$ cat config.mk
export PLATFORM = sky130hd
export DESIGN_NAME = ptg_timer
export DESIGN_NICKNAME = d
export VERILOG_FILES = /design/src/logic/ptg_pkg.sv /design/src/logic/ptg_timer.sv
export SDC_FILE = /design/constraint.sdc
export NUM_CORES = 1
export LEC_CHECK = 0
export BUFFER_PORTS_ARGS = -buffer_cell sky130_fd_sc_hd__buf_2
export CORE_MARGIN = 4
export CORE_UTILIZATION = 25
export CTS_CLUSTER_SIZE = 8
export DETAILED_ROUTE_END_ITERATION = 16
export GPL_TIMING_DRIVEN = 0
export PLACE_DENSITY = 0.47
export RECOVER_POWER = 25
export SYNTH_ARGS = -nofsm -noshare
export SYNTH_HDL_FRONTEND = slang
export SYNTH_SLANG_ARGS = --single-unit
$ cat constraint.sdc
create_clock -name pclk -period 7.95 [get_ports pclk]
set_input_delay 0 -clock pclk [delete_from_list [all_inputs] [get_ports pclk]]
set_output_delay 0 -clock pclk [all_outputs]
set_load 0.05 [all_outputs]
$ cat src/logic/ptg_pkg.sv
package ptg_pkg;

  // register byte offsets on the apb bus
  localparam logic [7:0] PTG_CTRL_OFS = 8'h00;
  localparam logic [7:0] PTG_MODE_OFS = 8'h04;
  localparam logic [7:0] PTG_PERIOD_OFS = 8'h08;
  localparam logic [7:0] PTG_COUNT_OFS = 8'h0C;
  localparam logic [7:0] PTG_STAT_OFS = 8'h10;
  localparam logic [7:0] PTG_CLR_OFS = 8'h14;
  localparam logic [7:0] PTG_IEN_OFS = 8'h18;

  // control register field positions, plus the status/enable/clear interrupt bit
  localparam int PTG_RUN_BIT = 0;
  localparam int PTG_SRC_BIT = 1;
  localparam int PTG_PRE_LSB = 4;
  localparam int PTG_POST_LSB = 8;
  localparam int PTG_IRQ_BIT = 0;

  // reset values
  localparam logic [7:0] PTG_PERIOD_RST = 8'hFF;
  localparam logic [7:0] PTG_COUNT_RST = 8'h00;
  localparam logic [31:0] PTG_ZERO32 = 32'h0000_0000;

  // counter mode codes
  typedef enum logic [4:0] {
    PTG_M_SW_GATE = 5'b00000,
    PTG_M_GATE_HI_HOLD = 5'b00001,
    PTG_M_GATE_LO_HOLD = 5'b00010,
    PTG_M_LIM_ANY = 5'b00011,
    PTG_M_LIM_RISE = 5'b00100,
    PTG_M_LIM_FALL = 5'b00101,
    PTG_M_OS_SW = 5'b01000,
    PTG_M_OS_RISE = 5'b01001,
    PTG_M_OS_FALL = 5'b01010,
    PTG_M_OS_ANY = 5'b01011,
    PTG_M_MONO_RISE = 5'b10001,
    PTG_M_MONO_FALL = 5'b10010,
    PTG_M_MONO_ANY = 5'b10011
  } ptg_mode_t;

  // control fields that travel together
  typedef struct packed {
    logic [3:0] postscale_select;
    logic [2:0] prescale_select;
    logic clk_src_ext;
    logic run;
  } ptg_ctrl_t;

  localparam ptg_ctrl_t PTG_CTRL_RST = '0;

endpackage

$ cat src/logic/ptg_timer.sv
`timescale 1ns/100ps
// Overview of operation
// RQ1: edge-start modes need a fresh qualifying edge after run is set again.
// RQ2: stop-and-clear modes: after match, next clock clears run, holds zero.
// RQ3: stop-only modes: after match, next clock holds zero, run stays set.
// RQ4: postscaler counts matches, raises flag at selected ratio 1 to 16.
// RQ5: software enables the interrupt before postscaled events reach the cpu.
// RQ6: all-zero prescale and postscale fields both give ratio one.
// RQ7: non-instruction clocks: run and external signal take two timer clocks.
// RQ8: instruction clock: external signal one period late, run next period.
// RQ9: postscaled event reaches the flag within two instruction cycles.
// RQ10: software gate: count each prescaled clock while run, else hold.
// RQ11: free-running modes: at period match count wraps to zero, continues.
// RQ12: mode 00001 holds the counter while external signal is high.
// RQ13: mode 00010 holds the counter while external signal is low.
// RQ14: gated off, counter keeps its value for the pwm time base.
// RQ15: limit modes reset early on any, rising or falling external edge.
// RQ16: early reset ends period, restart two timer clocks after sync edge.
// RQ17: irq high while flag and enable set; flag held until cleared.
module ptg_timer
  import ptg_pkg::*;
#(
  parameter int INSTR_DIV = 4,
  parameter int COUNT_W = 8
) (
  input wire logic pclk,
  input wire logic presetn,
  input wire logic psel,
  input wire logic penable,
  input wire logic pwrite,
  input wire logic [7:0] paddr,
  input wire logic [31:0] pwdata,
  output logic [31:0] prdata,
  output logic pready,
  output logic pslverr,
  input wire logic timer_clock_in,
  input wire logic ext_gate_reset_input,
  output logic [COUNT_W-1:0] count_value,
  output logic postscaled_match,
  output logic irq
);

  // elaboration checks on parameters the logic cannot serve
  if (INSTR_DIV < 1 || INSTR_DIV > 256) begin : g_bad_div
    $error("INSTR_DIV must lie in 1..256");
  end
  if (COUNT_W != 8) begin : g_bad_w
    $error("COUNT_W must be 8");
  end

  ptg_ctrl_t ctrl_q;
  ptg_mode_t mode_q;
  logic [COUNT_W-1:0] period_q;
  logic [COUNT_W-1:0] count_q;
  logic irq_flag_q;
  logic irq_en_q;
  logic [31:0] rdata_q;
  logic err_q;
  logic [7:0] div_q;
  logic instr_tick;
  logic tclk_s1_q, tclk_s2_q, tclk_prev_q;
  logic ext_tick;
  logic tick;
  logic ers_s1_q, ers_s2_q;
  logic ers_t1_q, ers_t2_q, ers_prev_q;
  logic ers_sel;
  logic run_t1_q, run_t2_q;
  logic run_eff;
  logic rise_edge, fall_edge, any_edge, qual_edge;
  logic armed_q;
  logic [6:0] presc_q;
  logic [6:0] presc_top;
  logic presc_roll;
  logic [3:0] post_q;
  logic match_ev;
  logic hw_stop;
  logic cycle_done;
  logic post_ev_q;
  logic wr_en, rd_setup;
  logic [31:0] rd_mux;
  logic addr_ok;

  // mode classes
  logic is_gate_hi, is_gate_lo, is_limit, is_stop_clr, is_stop_keep;
  logic is_edge_start;
  logic [1:0] edge_sel;
  logic gate_ok;

  assign is_gate_hi = (mode_q == PTG_M_GATE_HI_HOLD);
  assign is_gate_lo = (mode_q == PTG_M_GATE_LO_HOLD);
  assign is_limit = (mode_q == PTG_M_LIM_ANY) || (mode_q == PTG_M_LIM_RISE)
                    || (mode_q == PTG_M_LIM_FALL);
  assign is_stop_clr = (mode_q == PTG_M_OS_SW) || (mode_q == PTG_M_OS_RISE)
                       || (mode_q == PTG_M_OS_FALL)
                       || (mode_q == PTG_M_OS_ANY);
  assign is_stop_keep = (mode_q == PTG_M_MONO_RISE)
                        || (mode_q == PTG_M_MONO_FALL)
                        || (mode_q == PTG_M_MONO_ANY);
  // the software one-shot starts on run alone, so it is not edge-started
  assign is_edge_start = is_stop_keep || (is_stop_clr
                         && (mode_q != PTG_M_OS_SW));

  // edge-start codes carry the edge kind in their low bits; limit codes are mapped one by one
  always_comb begin
    case (mode_q)
      PTG_M_LIM_ANY, PTG_M_OS_ANY, PTG_M_MONO_ANY: edge_sel = 2'b11;
      PTG_M_LIM_RISE, PTG_M_OS_RISE, PTG_M_MONO_RISE: edge_sel = 2'b01;
      PTG_M_LIM_FALL, PTG_M_OS_FALL, PTG_M_MONO_FALL: edge_sel = 2'b10;
      default: edge_sel = 2'b00;
    endcase
  end

  // instruction clock enable, one pulse every INSTR_DIV pclk cycles
  // with INSTR_DIV of one the enable stays high, timer runs at pclk
  always_ff @(posedge pclk or negedge presetn) begin
    if (!presetn) begin
      div_q <= 8'h00;
    end else if (div_q == 8'(INSTR_DIV - 1)) begin
      div_q <= 8'h00;
    end else begin
      div_q <= div_q + 8'h01;
    end
  end
  assign instr_tick = (div_q == 8'(INSTR_DIV - 1));

  // external timer clock pin: two flops, then rising-edge detect
  always_ff @(posedge pclk or negedge presetn) begin
    if (!presetn) begin
      tclk_s1_q <= 1'b0;
      tclk_s2_q <= 1'b0;
      tclk_prev_q <= 1'b0;
    end else begin
      tclk_s1_q <= timer_clock_in;
      tclk_s2_q <= tclk_s1_q;
      tclk_prev_q <= tclk_s2_q;
    end
  end
  assign ext_tick = tclk_s2_q && !tclk_prev_q;
  // pin clock must stay below pclk/2, or a pulse slips between flops
  assign tick = ctrl_q.clk_src_ext ? ext_tick : instr_tick;

  // external reset/gate pin: metastability guard on pclk
  // these stages only guard against metastability; the tick stages
  // below give the delay that run and the gate signal share
  always_ff @(posedge pclk or negedge presetn) begin
    if (!presetn) begin
      ers_s1_q <= 1'b0;
      ers_s2_q <= 1'b0;
    end else begin
      ers_s1_q <= ext_gate_reset_input;
      ers_s2_q <= ers_s1_q;
    end
  end

  // timer-clock sync of the external signal; the instruction clock
  // takes one stage, any other clock two full stages
  always_ff @(posedge pclk or negedge presetn) begin
    if (!presetn) begin
      ers_t1_q <= 1'b0;
      ers_t2_q <= 1'b0;
      ers_prev_q <= 1'b0;
    end else if (tick) begin
      ers_t1_q <= ers_s2_q;
      ers_t2_q <= ers_t1_q;
      ers_prev_q <= ers_sel;
    end
  end
  assign ers_sel = ctrl_q.clk_src_ext ? ers_t2_q : ers_t1_q; // RQ7 RQ8

  // edges are judged per tick; a pulse shorter than a tick is lost
  assign rise_edge = ers_sel && !ers_prev_q;
  assign fall_edge = !ers_sel && ers_prev_q;
  assign any_edge = rise_edge || fall_edge;
  always_comb begin
    case (edge_sel)
      2'b01: qual_edge = rise_edge;
      2'b10: qual_edge = fall_edge;
      2'b11: qual_edge = any_edge;
      default: qual_edge = 1'b0;
    endcase
  end

  // run bit sync; a hardware stop flushes it so counting cannot resume
  // a stale run left in a stage would restart a finished one-shot
  always_ff @(posedge pclk or negedge presetn) begin
    if (!presetn) begin
      run_t1_q <= 1'b0;
      run_t2_q <= 1'b0;
    end else if (hw_stop) begin
      run_t1_q <= 1'b0; // RQ2
      run_t2_q <= 1'b0;
    end else if (tick) begin
      run_t1_q <= ctrl_q.run;
      run_t2_q <= run_t1_q;
    end
  end
  assign run_eff = ctrl_q.clk_src_ext ? run_t2_q : run_t1_q; // RQ7 RQ8

  // edge-start arming: dropped when run falls or a cycle completes
  // an edge seen before run is effective cannot arm, a later one must
  always_ff @(posedge pclk or negedge presetn) begin
    if (!presetn) begin
      armed_q <= 1'b0;
    end else if (!run_eff || !is_edge_start || cycle_done) begin
      armed_q <= 1'b0; // RQ1
    end else if (tick && qual_edge) begin
      armed_q <= 1'b1; // RQ1
    end
  end

  // gate condition per mode; holding keeps the count for the pwm
  always_comb begin
    if (!run_eff) begin
      gate_ok = 1'b0; // RQ10 RQ14
    end else if (is_gate_hi) begin
      gate_ok = !ers_sel; // RQ12
    end else if (is_gate_lo) begin
      gate_ok = ers_sel; // RQ13
    end else if (is_edge_start) begin
      gate_ok = armed_q;
    end else if (mode_q == PTG_M_SW_GATE || is_limit
                 || mode_q == PTG_M_OS_SW) begin
      gate_ok = 1'b1; // RQ10
    end else begin
      gate_ok = 1'b0; // reserved codes hold
    end
  end

  // prescaler top is 2^select - 1, so select zero divides by one
  assign presc_top = 7'((8'h01 << ctrl_q.prescale_select) - 8'h01); // RQ6
  // greater-or-equal: a ratio lowered mid-count must not make the
  // prescaler run through all its states before the next rollover
  assign presc_roll = tick && gate_ok && (presc_q >= presc_top); // RQ6
  assign match_ev = presc_roll && (count_q == period_q);
  assign hw_stop = match_ev && is_stop_clr;
  // every edge-start mode ends its cycle at the match; the codes that
  // keep run set are stopped by dropping the arming flop alone
  assign cycle_done = match_ev && is_edge_start; // RQ3

  // prescaler; an early limit reset restarts it with the counter
  always_ff @(posedge pclk or negedge presetn) begin
    if (!presetn) begin
      presc_q <= 7'h00;
    end else if (tick && run_eff && is_limit && qual_edge) begin
      presc_q <= 7'h00; // RQ16
    end else if (tick && gate_ok) begin
      presc_q <= presc_roll ? 7'h00 : presc_q + 7'h01;
    end
  end

  // main counter, with software write access
  // a write beats counting, so writing zero restarts the period cleanly
  always_ff @(posedge pclk or negedge presetn) begin
    if (!presetn) begin
      count_q <= PTG_COUNT_RST;
    end else if (wr_en && paddr == PTG_COUNT_OFS) begin
      count_q <= pwdata[COUNT_W-1:0];
    end else if (tick && run_eff && is_limit && qual_edge) begin
      count_q <= PTG_COUNT_RST; // RQ15 RQ16
    end else if (match_ev) begin
      count_q <= PTG_COUNT_RST; // RQ11 RQ2 RQ3
    end else if (presc_roll) begin
      count_q <= count_q + 8'h01; // RQ10
    end
  end
  assign count_value = count_q;

  // postscaler: select value n gives ratio n+1
  // greater-or-equal also catches a ratio lowered below the running count
  always_ff @(posedge pclk or negedge presetn) begin
    if (!presetn) begin
      post_q <= 4'h0;
      post_ev_q <= 1'b0;
    end else begin
      post_ev_q <= 1'b0;
      if (match_ev) begin
        if (post_q >= ctrl_q.postscale_select) begin
          post_q <= 4'h0; // RQ4 RQ6
          post_ev_q <= 1'b1; // RQ4
        end else begin
          post_q <= post_q + 4'h1;
        end
      end
    end
  end
  assign postscaled_match = post_ev_q;

  // flag: one pclk after the postscaled pulse; set beats clear
  always_ff @(posedge pclk or negedge presetn) begin
    if (!presetn) begin
      irq_flag_q <= 1'b0;
    end else if (post_ev_q) begin
      irq_flag_q <= 1'b1; // RQ9 RQ17
    end else if (wr_en && paddr == PTG_CLR_OFS && pwdata[PTG_IRQ_BIT]) begin
      irq_flag_q <= 1'b0; // RQ17
    end
  end
  assign irq = irq_flag_q && irq_en_q; // RQ17 RQ5

  // apb decode; writes land in the access phase, zero wait states
  assign wr_en = psel && penable && pwrite;
  assign rd_setup = psel && !penable;
  assign pready = 1'b1;
  assign pslverr = psel && penable && err_q;

  always_comb begin
    addr_ok = 1'b1;
    rd_mux = PTG_ZERO32;
    case (paddr)
      PTG_CTRL_OFS: begin
        rd_mux[PTG_RUN_BIT] = ctrl_q.run;
        rd_mux[PTG_SRC_BIT] = ctrl_q.clk_src_ext;
        rd_mux[PTG_PRE_LSB +: 3] = ctrl_q.prescale_select;
        rd_mux[PTG_POST_LSB +: 4] = ctrl_q.postscale_select;
      end
      PTG_MODE_OFS: rd_mux[4:0] = mode_q;
      PTG_PERIOD_OFS: rd_mux[COUNT_W-1:0] = period_q;
      PTG_COUNT_OFS: rd_mux[COUNT_W-1:0] = count_q;
      PTG_STAT_OFS: rd_mux[PTG_IRQ_BIT] = irq_flag_q;
      PTG_CLR_OFS: rd_mux = PTG_ZERO32; // write-only, reads zero
      PTG_IEN_OFS: rd_mux[PTG_IRQ_BIT] = irq_en_q;
      default: addr_ok = 1'b0;
    endcase
  end

  // read data and error are captured in the setup phase
  always_ff @(posedge pclk or negedge presetn) begin
    if (!presetn) begin
      rdata_q <= PTG_ZERO32;
      err_q <= 1'b0;
    end else if (rd_setup) begin
      rdata_q <= pwrite ? PTG_ZERO32 : rd_mux;
      err_q <= !addr_ok;
    end
  end
  assign prdata = rdata_q;

  // control register; a hardware stop clears run unless software
  // writes in the same cycle, software intent wins there
  always_ff @(posedge pclk or negedge presetn) begin
    if (!presetn) begin
      ctrl_q <= PTG_CTRL_RST;
    end else if (wr_en && paddr == PTG_CTRL_OFS) begin
      ctrl_q.run <= pwdata[PTG_RUN_BIT];
      ctrl_q.clk_src_ext <= pwdata[PTG_SRC_BIT];
      ctrl_q.prescale_select <= pwdata[PTG_PRE_LSB +: 3];
      ctrl_q.postscale_select <= pwdata[PTG_POST_LSB +: 4];
    end else if (hw_stop) begin
      ctrl_q.run <= 1'b0; // RQ2
    end
  end

  // mode, period and interrupt enable registers
  // codes are stored as written; reserved ones simply hold the counter
  always_ff @(posedge pclk or negedge presetn) begin
    if (!presetn) begin
      mode_q <= PTG_M_SW_GATE;
      period_q <= PTG_PERIOD_RST;
      irq_en_q <= 1'b0;
    end else if (wr_en) begin
      if (paddr == PTG_MODE_OFS) begin
        mode_q <= ptg_mode_t'(pwdata[4:0]);
      end
      if (paddr == PTG_PERIOD_OFS) begin
        period_q <= pwdata[COUNT_W-1:0];
      end
      if (paddr == PTG_IEN_OFS) begin
        irq_en_q <= pwdata[PTG_IRQ_BIT];
      end
    end
  end

endmodule

==> results of run 1 <==
[Yosys cell counts, types with 6 or more instances]
cell / instances / area (µm²)
a21oi_1: 8 / 40.04
a222oi_1: 6 / 60.06
and3_1: 10 / 62.56
and3_2: 6 / 45.04
buf_4: 22 / 165.2
clkbuf_1: 9 / 33.78
dfrtp_1: 68 / 1702
dfstp_2: 8 / 210.2
ha_1: 18 / 225.2
inv_1: 16 / 60.06
mux2_2: 23 / 259.0
nand2_1: 53 / 198.9
nand2b_1: 7 / 43.79
nand3_1: 12 / 60.06
nor2_1: 23 / 86.33
nor2b_1: 6 / 37.54
o211ai_1: 6 / 45.04
o21ai_0: 32 / 160.2
o31ai_1: 8 / 60.06
xnor2_1: 15 / 131.4
[per-stage QoR]
| stage | power, mW | utilization | setup slack, ps |
|---|---|---|---|
| floorplan | 0.4831 | - | 4760 |
| detailed placement | 0.5164 | 0.2930 | 4232 |
| global route | 1.043 | 0.3206 | 2924 |
| global placement | 0.5132 | 0.2913 | 4271 |
| CTS | 1.019 | 0.3222 | 4195 |
| finish | 1.004 | 0.3206 | 3932 |
[critical path, delay by kind of cell]
family   cells  cell delay [ps]
buf+inv      3             3560
[area by class of cell]
cell class                      count  area, µm²
Clock inverter                      5      106.4
Buffer                             37      241.5
Fill cell                        1786      11870
Multi-Input combinational cell    335       2351
Clock buffer                       11      252.7
Timing Repair Buffer               64      392.9
Inverter                           17      65.06
Tap cell                          225      281.5
Sequential cell                    76       1912
[power groups by stage]
stage	registers (mW)	clock network (mW)	logic [mW]
after floorplan	0.408	0	0.0752
after global placement	0.406	0	0.107
after detailed placement	0.406	0	0.110
after CTS	0.399	0.503	0.116
after global routing	0.400	0.517	0.125
final	0.399	0.491	0.114
[worst paths after layout]
check,from,endpoint,slack [ps],depth (start not counted)
worst max register to register,ctrl_q[4],presc_q[5],4240,14
max in group pclk,ctrl_q[4],presc_q[5],4240,14
min in group asynchronous,presetn,div_q[1],200,2
worst max-delay path,presetn,presc_q[6],3930,3
worst min register to register,ers_s1_q,ers_s2_q,350,0
worst min-delay path,pwdata[1],period_q[1],20,2
[cells by family (layout without fill, tap and decap cells)]
logic type,count (synthesis),in the layout
AOI/OAI and AO/OA,102,102
buffers and inverters,54,134
muxes,30,30
adders and majority gates,18,18
other,2,21
DFF,76,76
and+or+nand+nor,149,149
xor gates and xnor gates,15,15
[flip-flops by register name, summed over array words and instances, names as in the netlist, 4 cells and up]
name and flops:
count_value 8, ctrl_q 9, div_q 8, mode_q 5, period_q 8, post_q 4
prdata 12, presc_q 7
[layer usage]
metal	track usage	up-vias
li1	-	1757
met1	0.1545	1705
met2	0.1776	87
met3	0.03024	11
met4	0.03838	0
met5	0	-
==> impl_metrics.toml, run 1 <==
[run_status]
status = "finished, violations left"
violations = "max-capacitance violations, max-slew violations"

[logic_synthesis]
synth_async_sr_flop_share = 1.000
synth_xor_area_frac = 0.02921
synthSimpleGateAreaFrac = 0.1808
syn_inst = 446
ys_seq_area_frac = 0.4250
synth_area_um2 = 4498
ys_types = 72
synthAdderAreaFrac = 0.05007
synthFlopType = "dfrtp_1"
ys_warn_count = 0
synth_compound_area_frac = 0.1652
synthMuxAreaShare = 0.07983
synth_edf_count = 0
synth.avg_cell_area_um2 = 10.09
synth_top_family_by_area = "simple AND/OR/NAND/NOR gates"
ys_ff_latch = 76

[sta]
finalHoldViolations = 0
relSlewSlack = -1.383
finalSetupTns_ps = 0
worstMarginPinSlew_ps = 3574
period_share = 0.5054
whs_ps = 20.39
finClkSkew_ps = 4.799
period_minus_slack_ps = 4018
rsz0062_at_grt = "false"
fmax_mhz = 248.9
slew_viol_final = 66
setup_viol = 0

[layout]
mostFrequentLayoutCell = "dfrtp_1"
syn_to_final_growth_pct = 24.56
diodes = 0
fin_area_um2 = 5603
final_cell_mix = "dfrtp_1 (68), nand2_1 (53), buf_2 (51)"
layoutNonFillerInstCount = 770
drive_gt1_frac = 0.2844
nets = 605

[placement]
place.gp.congestion = 0.7730
dpl.cell_count = 739
placed_cell_area_um2 = 5121
numPortBuffers = 48
dpl.hpwl_mm = 8.562

[worst_setup_path]
critPathArrivalTime_ps = 3650
cp_slowest_cell = "clkbuf_1"
critPathCaptureType = "asynchronous set/reset pin"
slowest_delay_ps = 2550
crit_chain = "dlygate4sd3_1 -> clkbuf_1 -> clkbuf_1"
cpMostUsedCell = "clkbuf_1"
required_ps = 7580
worstSetupPathType = "in -> async"
cp_max_fo = 65
cp-start-kind = "input pin"

[power_and_ir_drop]
intPower_uw = 758.7
power_leakage_nw = 2.530
p_seq_frac = 0.398
clockPowerShare = 0.489
max-vdd-ir-drop_mv = 0.09326
p_sw_uw = 244.9
combPwrFrac = 0.113
power_density_nw_per_um2 = 179.1
switching_share = 0.2440

[clock_network]
hold_buffers = 15
cts_tree = "built"
cts_setup_buffers = 0
cts_made_buffers = 9
cts_resized = 0
insertion_delay_ps = 330
htree_levels = 3
cts_buffer_depth = 2
cts_root_buffer = "clkbuf_16"
clock-sinks = 76
cts.reportedPaths.clkPinSlew_ps = 60

[floorplanning]
core_area_um2 = 17480
die_w_um = 142.1
initial_core_util = 0.2574
boundaryPins = 91
die_area_um2 = 20200
die_h_um = 142.1
rows = 48

[detailed_routing]
drcViolationCount = 0
met3_length_um = 687
routed-wl-met2_mm = 5.161
viasPerCell = 4.623
finalWirelength_mm = 11.43
topRoutingLayerUsed = "met4"
antenna_left = 0
vias = 3560
wl_per_cell_um = 14.84
drt-initial-drc-count = 190
met1_length_mm = 5.420
dr.pass1.iters = 5

[hold_path]
min_path_type = "in -> reg"

[global_route]
grt-ovfl-total = 0
grt_pass1_vias = 3435
groute.usage.overall = 0.1142
grt_max_degree = 66
grt_pass1_wl_mm = 18.33
grt_antenna_before_repair = 0

[flow_run]
drv_cap = 1
Note: power is estimated with default switching activity, not from simulation.
==> run 2: changes to the inputs <==
--- a/config.mk
+++ b/config.mk
@@ -11,7 +11,7 @@
 export CTS_CLUSTER_SIZE = 8
 export DETAILED_ROUTE_END_ITERATION = 16
 export GPL_TIMING_DRIVEN = 0
-export PLACE_DENSITY = 0.47
+export PLACE_DENSITY = 0.48
 export RECOVER_POWER = 25
 export SYNTH_ARGS = -nofsm -noshare
 export SYNTH_HDL_FRONTEND = slang
==> constraint.sdc (replaced) <==
create_clock -name pclk -period 3.4 [get_ports pclk]
set_input_delay 0 -clock pclk [delete_from_list [all_inputs] [get_ports pclk]]
set_output_delay 0 -clock pclk [all_outputs]
set_load 0.05 [all_outputs]
==> impl_metrics.toml, run 2 (synthesized netlist as in run 1, its figures left out) <==
[layout]
diodes = 0
utilization = 0.3247
fillers = 1792
final_cell_mix = "dfrtp_1 (65), nand2_1 (52), buf_2 (51)"
syn_to_final_growth_pct = 26.15
drive_gt1_frac = 0.3133
mostFrequentLayoutCell = "dfrtp_1"
largest_register_ffs = 12
nets = 609

[floorplanning]
die_w_um = 142.1
die_h_um = 142.1
rows = 48
boundaryPins = 91
initial_core_util = 0.2574
core_area_um2 = 17480
die_area_um2 = 20200

[global_route]
grt_pass1_wl_mm = 18.26
grt_max_degree = 62
grt_pass1_vias = 3335
grt-ovfl-total = 0
grt_antenna_before_repair = 0
groute.usage.overall = 0.1142

[worst_setup_path]
required_ps = 3630
cp_slowest_cell = "dfrtp_2"
critPathArrivalTime_ps = 3400
worstSetupPathType = "reg -> reg"
cp-start-kind = "flop"
r2r_setup_slack_ps = 230
reg2reg_depth = 12
critPathCaptureType = "flop"
crit_chain = "or3_4 -> ha_4 -> nor3_2 -> a21oi_1 -> o21a_1 -> ha_1 -> nand2_1 -> o31a_1 -> o21ai_4 -> and3_1 -> o32ai_1 -> mux2_2"
timing.rr.end = "count_value[0]"
r2r_start = "ctrl_q[4]"
slowest_delay_ps = 430
startpoint = "ctrl_q[4]"
cp_max_fo = 6
critical_path.endpoint = "count_value[0]"

[placement]
numPortBuffers = 48
dpl.hpwl_mm = 8.617
post-place-ws_ps = -315.8
place.gp.congestion = 0.7905

[detailed_routing]
drcViolationCount = 0
wl_per_cell_um = 14.93
antenna_left = 0
finalWirelength_mm = 11.56
drt-initial-drc-count = 340
viasPerCell = 4.640
vias = 3591
dr.pass1.iters = 9

[power_and_ir_drop]
power_density_nw_per_um2 = 411.5
power_leakage_nw = 2.565
max-vdd-ir-drop_mv = 0.2762

[clock_network]
cts_buffer_depth = 2
cts_made_buffers = 9
htree_levels = 3
cts_tree = "built"
cts_root_buffer = "clkbuf_16"
cts.reportedPaths.clkPinSlew_ps = 60
insertion_delay_ps = 340
clock-sinks = 76

[sta]
relSlewSlack = -0.03255
setup_viol = 0
finalHoldViolations = 0
finClkSkew_ps = 4.023
setup_ws_ps = 226.7
fmax_mhz = 315.1
period_share = 0.9333
period_minus_slack_ps = 3173
slew_viol_final = 62
rsz0062_at_grt = "false"
worstMarginPinSlew_ps = 1549

[run_status]
status = "finished, violations left"
violations = "max-capacitance violations, max-slew violations"

[hold_path]
min_path_type = "in -> reg"

[flow_run]
drv_cap = 1
## run 2: metal layers
| metal | global-route usage | vias to the layer above | routed length [µm] |
|---|---|---|---|
| met5 | 0 | - | 0 |
| met4 | 0.03182 | 0 | 134 |
| met3 | 0.03629 | 8 | 870 |
| met2 | 0.1694 | 96 | 5112 |
| met1 | 0.1603 | 1723 | 5440 |
| li1 | - | 1764 | - |
## run 2: critical path: cells and delay by family, from the launching register on
family | cells | cell delay (ps)
AOI/OAI and AO/OA | 5 | 910
muxes | 1 | 270
adders and majority gates | 2 | 490
and+or+nand+nor | 4 | 980
DFF | 1 | 430
## run 2: layout make-up
| cell class | instances | area [µm²] | area share |
|---|---|---|---|
| well taps | 225 | 281.5 | 0.04961 |
| plain buffers | 34 | 234.0 | 0.04123 |
| inverters | 17 | 65.06 | 0.01147 |
| flip-flops and latches | 76 | 1916 | 0.3376 |
| clock inverters | 6 | 111.4 | 0.01963 |
| repair buffers | 71 | 446.7 | 0.07872 |
| clock buffers | 10 | 239.0 | 0.04212 |
| multi-input cells | 335 | 2381 | 0.4196 |
## run 2: metrics by stage
stage	cells	power, mW	TNS, ps	cell area, µm²	hold slack (ps)
floorplan	465	1.130	0	4569	-295.6
global placement	738	1.202	-1639	5091	112.9
global route	774	2.423	0	5674	30.54
CTS	768	2.360	0	5620	24.43
detailed placement	739	1.208	-2156	5121	-105.1
finish	774	2.335	0	5674	23.12
## run 2: worst min-delay path by stage
stage | slack, ps | startpoint | cells after the start | end
floorplan | -300 | presetn | 0 | armed_q
global placement | 110 | ext_gate_reset_input | 1 | ers_s1_q
detailed placement | -110 | presetn | 1 | presc_q[4]
CTS | 20 | pwdata[1] | 2 | ctrl_q[1]
global route | 30 | pwdata[1] | 2 | period_q[1]
finish | 20 | pwdata[1] | 2 | mode_q[1]
## run 2: where the power goes
group,internal (mW),total [mW],switching [mW]
clock,0.737,1.13,0.392
combinational,0.0982,0.272,0.174
sequential,0.920,0.934,0.0140
## run 2: repair_timing
item,4_1_cts,5_1_grt
resized for setup,3,8
hold endpoints to repair,92,0
setup endpoints to repair,12,19
hold buffers,15,0
buffers inserted,0,7
==> run 3: changes to the inputs <==
--- a/config.mk
+++ b/config.mk
@@ -11,6 +11,8 @@
 export CTS_CLUSTER_SIZE = 8
 export DETAILED_ROUTE_END_ITERATION = 16
 export GPL_TIMING_DRIVEN = 0
+export HOLD_SLACK_MARGIN = 0.1
+export MAX_ROUTING_LAYER = met4
 export PLACE_DENSITY = 0.48
 export RECOVER_POWER = 25
 export SYNTH_ARGS = -nofsm -noshare
==> impl_metrics.toml, run 3 (synthesized netlist as in run 1, its figures left out) <==
[run_status]
status = "finished, violations left"
violations = "max-capacitance violations, max-slew violations"

[clock_network]
htree_levels = 3
clock-sinks = 76
cts.reportedPaths.clkPinSlew_ps = 60
cts_buffer_depth = 2
cts_root_buffer = "clkbuf_16"
insertion_delay_ps = 340
cts_made_buffers = 9
cts_tree = "built"

[global_route]
grt_antenna_before_repair = 0
grt_pass1_wl_mm = 18.38
groute.usage.overall = 0.1181
grt_max_degree = 62
grt-ovfl-total = 0
grt_pass1_vias = 3359

[worst_setup_path]
critical_path.endpoint = "count_value[0]"
r2r_setup_slack_ps = 230
crit_chain = "or3_4 -> ha_4 -> nor3_2 -> a21oi_1 -> o21a_1 -> ha_1 -> nand2_1 -> o31a_1 -> o21ai_4 -> and3_1 -> o32ai_1 -> mux2_2"
critPathCaptureType = "flop"
worstSetupPathType = "reg -> reg"
critPathTopFamily = "simple AND/OR/NAND/NOR gates"
startpoint = "ctrl_q[4]"
reg2reg_depth = 12
cp-start-kind = "flop"
cp_slowest_cell = "dfrtp_2"
path_buf_inv = 0
timing.rr.end = "count_value[0]"
crit_cells = 12
critPathArrivalTime_ps = 3390
r2r_start = "ctrl_q[4]"
required_ps = 3620
slowest_delay_ps = 430
cp_max_fo = 6

[detailed_routing]
dr.pass1.iters = 5
drcViolationCount = 0
viasPerCell = 4.685
wl_per_cell_um = 14.87
drt-initial-drc-count = 276
vias = 3650
antenna_left = 0
finalWirelength_mm = 11.59

[power_and_ir_drop]
max-vdd-ir-drop_mv = 0.2761
switching_share = 0.2478
clockPowerShare = 0.482
p_seq_frac = 0.399
power_density_nw_per_um2 = 408.5
intPower_mw = 1.759
combPwrFrac = 0.118
power_leakage_nw = 2.589
p_sw_uw = 579.5

[sta]
finalSetupTns_ps = 0
setup_viol = 0
period_share = 0.9312
finalHoldViolations = 0
slew_viol_final = 62
worstMarginPinSlew_ps = 1557
relSlewSlack = -0.03774
setup_ws_ps = 234.1
rsz0062_at_grt = "false"
finClkSkew_ps = 4.259
period_minus_slack_ps = 3166
fmax_mhz = 315.9

[layout]
mostFrequentLayoutCell = "dfrtp_1"
final_cell_mix = "dfrtp_1 (65), nand2_1 (52), buf_2 (51)"
largest_register_ffs = 12
utilization = 0.3275
layoutNonFillerInstCount = 779
syn_to_final_growth_pct = 27.26
nets = 614
drive_gt1_frac = 0.3105
diodes = 0

[hold_path]
min_path_type = "in -> reg"
hold_depth = 5

[placement]
post-place-ws_ps = -315.8
dpl.cell_count = 739
numPortBuffers = 48
dpl.hpwl_mm = 8.617
place.gp.congestion = 0.8016

[floorplanning]
die_area_um2 = 20200
boundaryPins = 91
core_area_um2 = 17480
initial_core_util = 0.2574
die_w_um = 142.1
rows = 48
die_h_um = 142.1

[flow_run]
drv_cap = 1
==> run 3: cell count changes in the layout (fill, tap and decap cells not counted), sizes merged <==
| cell | delta |
|---|---|
| dlygate4sd3 | +5 |
==> run 3: cell type report <==
class	instances	area [µm²]
fill	1788	11750
clock inverter	6	111.4
inverter	17	65.06
buffer	34	234.0
tap	225	281.5
clock buffer	10	239.0
timing repair buffer	76	496.7
sequential	76	1916
multi-input combinational	335	2381
==> run 3: metal layers <==
metal,track usage,up-vias,part of all wire
li1,-,1778,-
met1,0.1611,1763,0.47
met2,0.1712,97,0.45
met3,0.02957,12,0.069
met4,0.03939,0,0.011
met5,-,-,0
==> run 3: worst min-delay path by stage <==
| stage | from | to | slack (ps) |
|---|---|---|---|
| finish | psel | prdata[6] | 180 |
| global route | psel | prdata[4] | 250 |
| CTS | psel | prdata[6] | 170 |
| detailed placement | presetn | presc_q[4] | -110 |
| global placement | ext_gate_reset_input | ers_s1_q | 110 |
| floorplan | presetn | armed_q | -300 |
==> run 3: power by group through the flow <==
stage | Clock (mW) | Combinational [mW] | Sequential (mW)
2_1_floorplan | 0 | 0.176 | 0.954
3_3_place_gp | 0 | 0.253 | 0.949
3_5_place_dp | 0 | 0.258 | 0.950
4_1_cts | 1.15 | 0.278 | 0.934
5_1_grt | 1.19 | 0.301 | 0.936
6_report | 1.13 | 0.276 | 0.934
==> run 3: stage by stage <==
| step | hold WS, ps | area, µm² | total power, mW |
|---|---|---|---|
| floorplan | -295.6 | 4569 | 1.130 |
| global placement | 112.9 | 5091 | 1.202 |
| finish | 178.2 | 5724 | 2.338 |
| global route | 253.7 | 5724 | 2.425 |
| detailed placement | -105.1 | 5121 | 1.208 |
| CTS | 173.2 | 5670 | 2.364 |
==> run 3: worst min-delay path: stages <==
cell and delay [ps]:
buf_2 110, nand2b_1 100, nor4_1 100, nand2_1 90, o21ai_0 70
==> run 3: what timing repair did <==
item                                    4_1_cts  5_1_grt
endpoints found under the setup margin       12       19
cloned                                        0        0
hold buffers                                 20        0
pin swaps                                     0        0
gates resized for setup                       3        8
setup buffers                                 0        7
hold endpoints to repair                    105        0
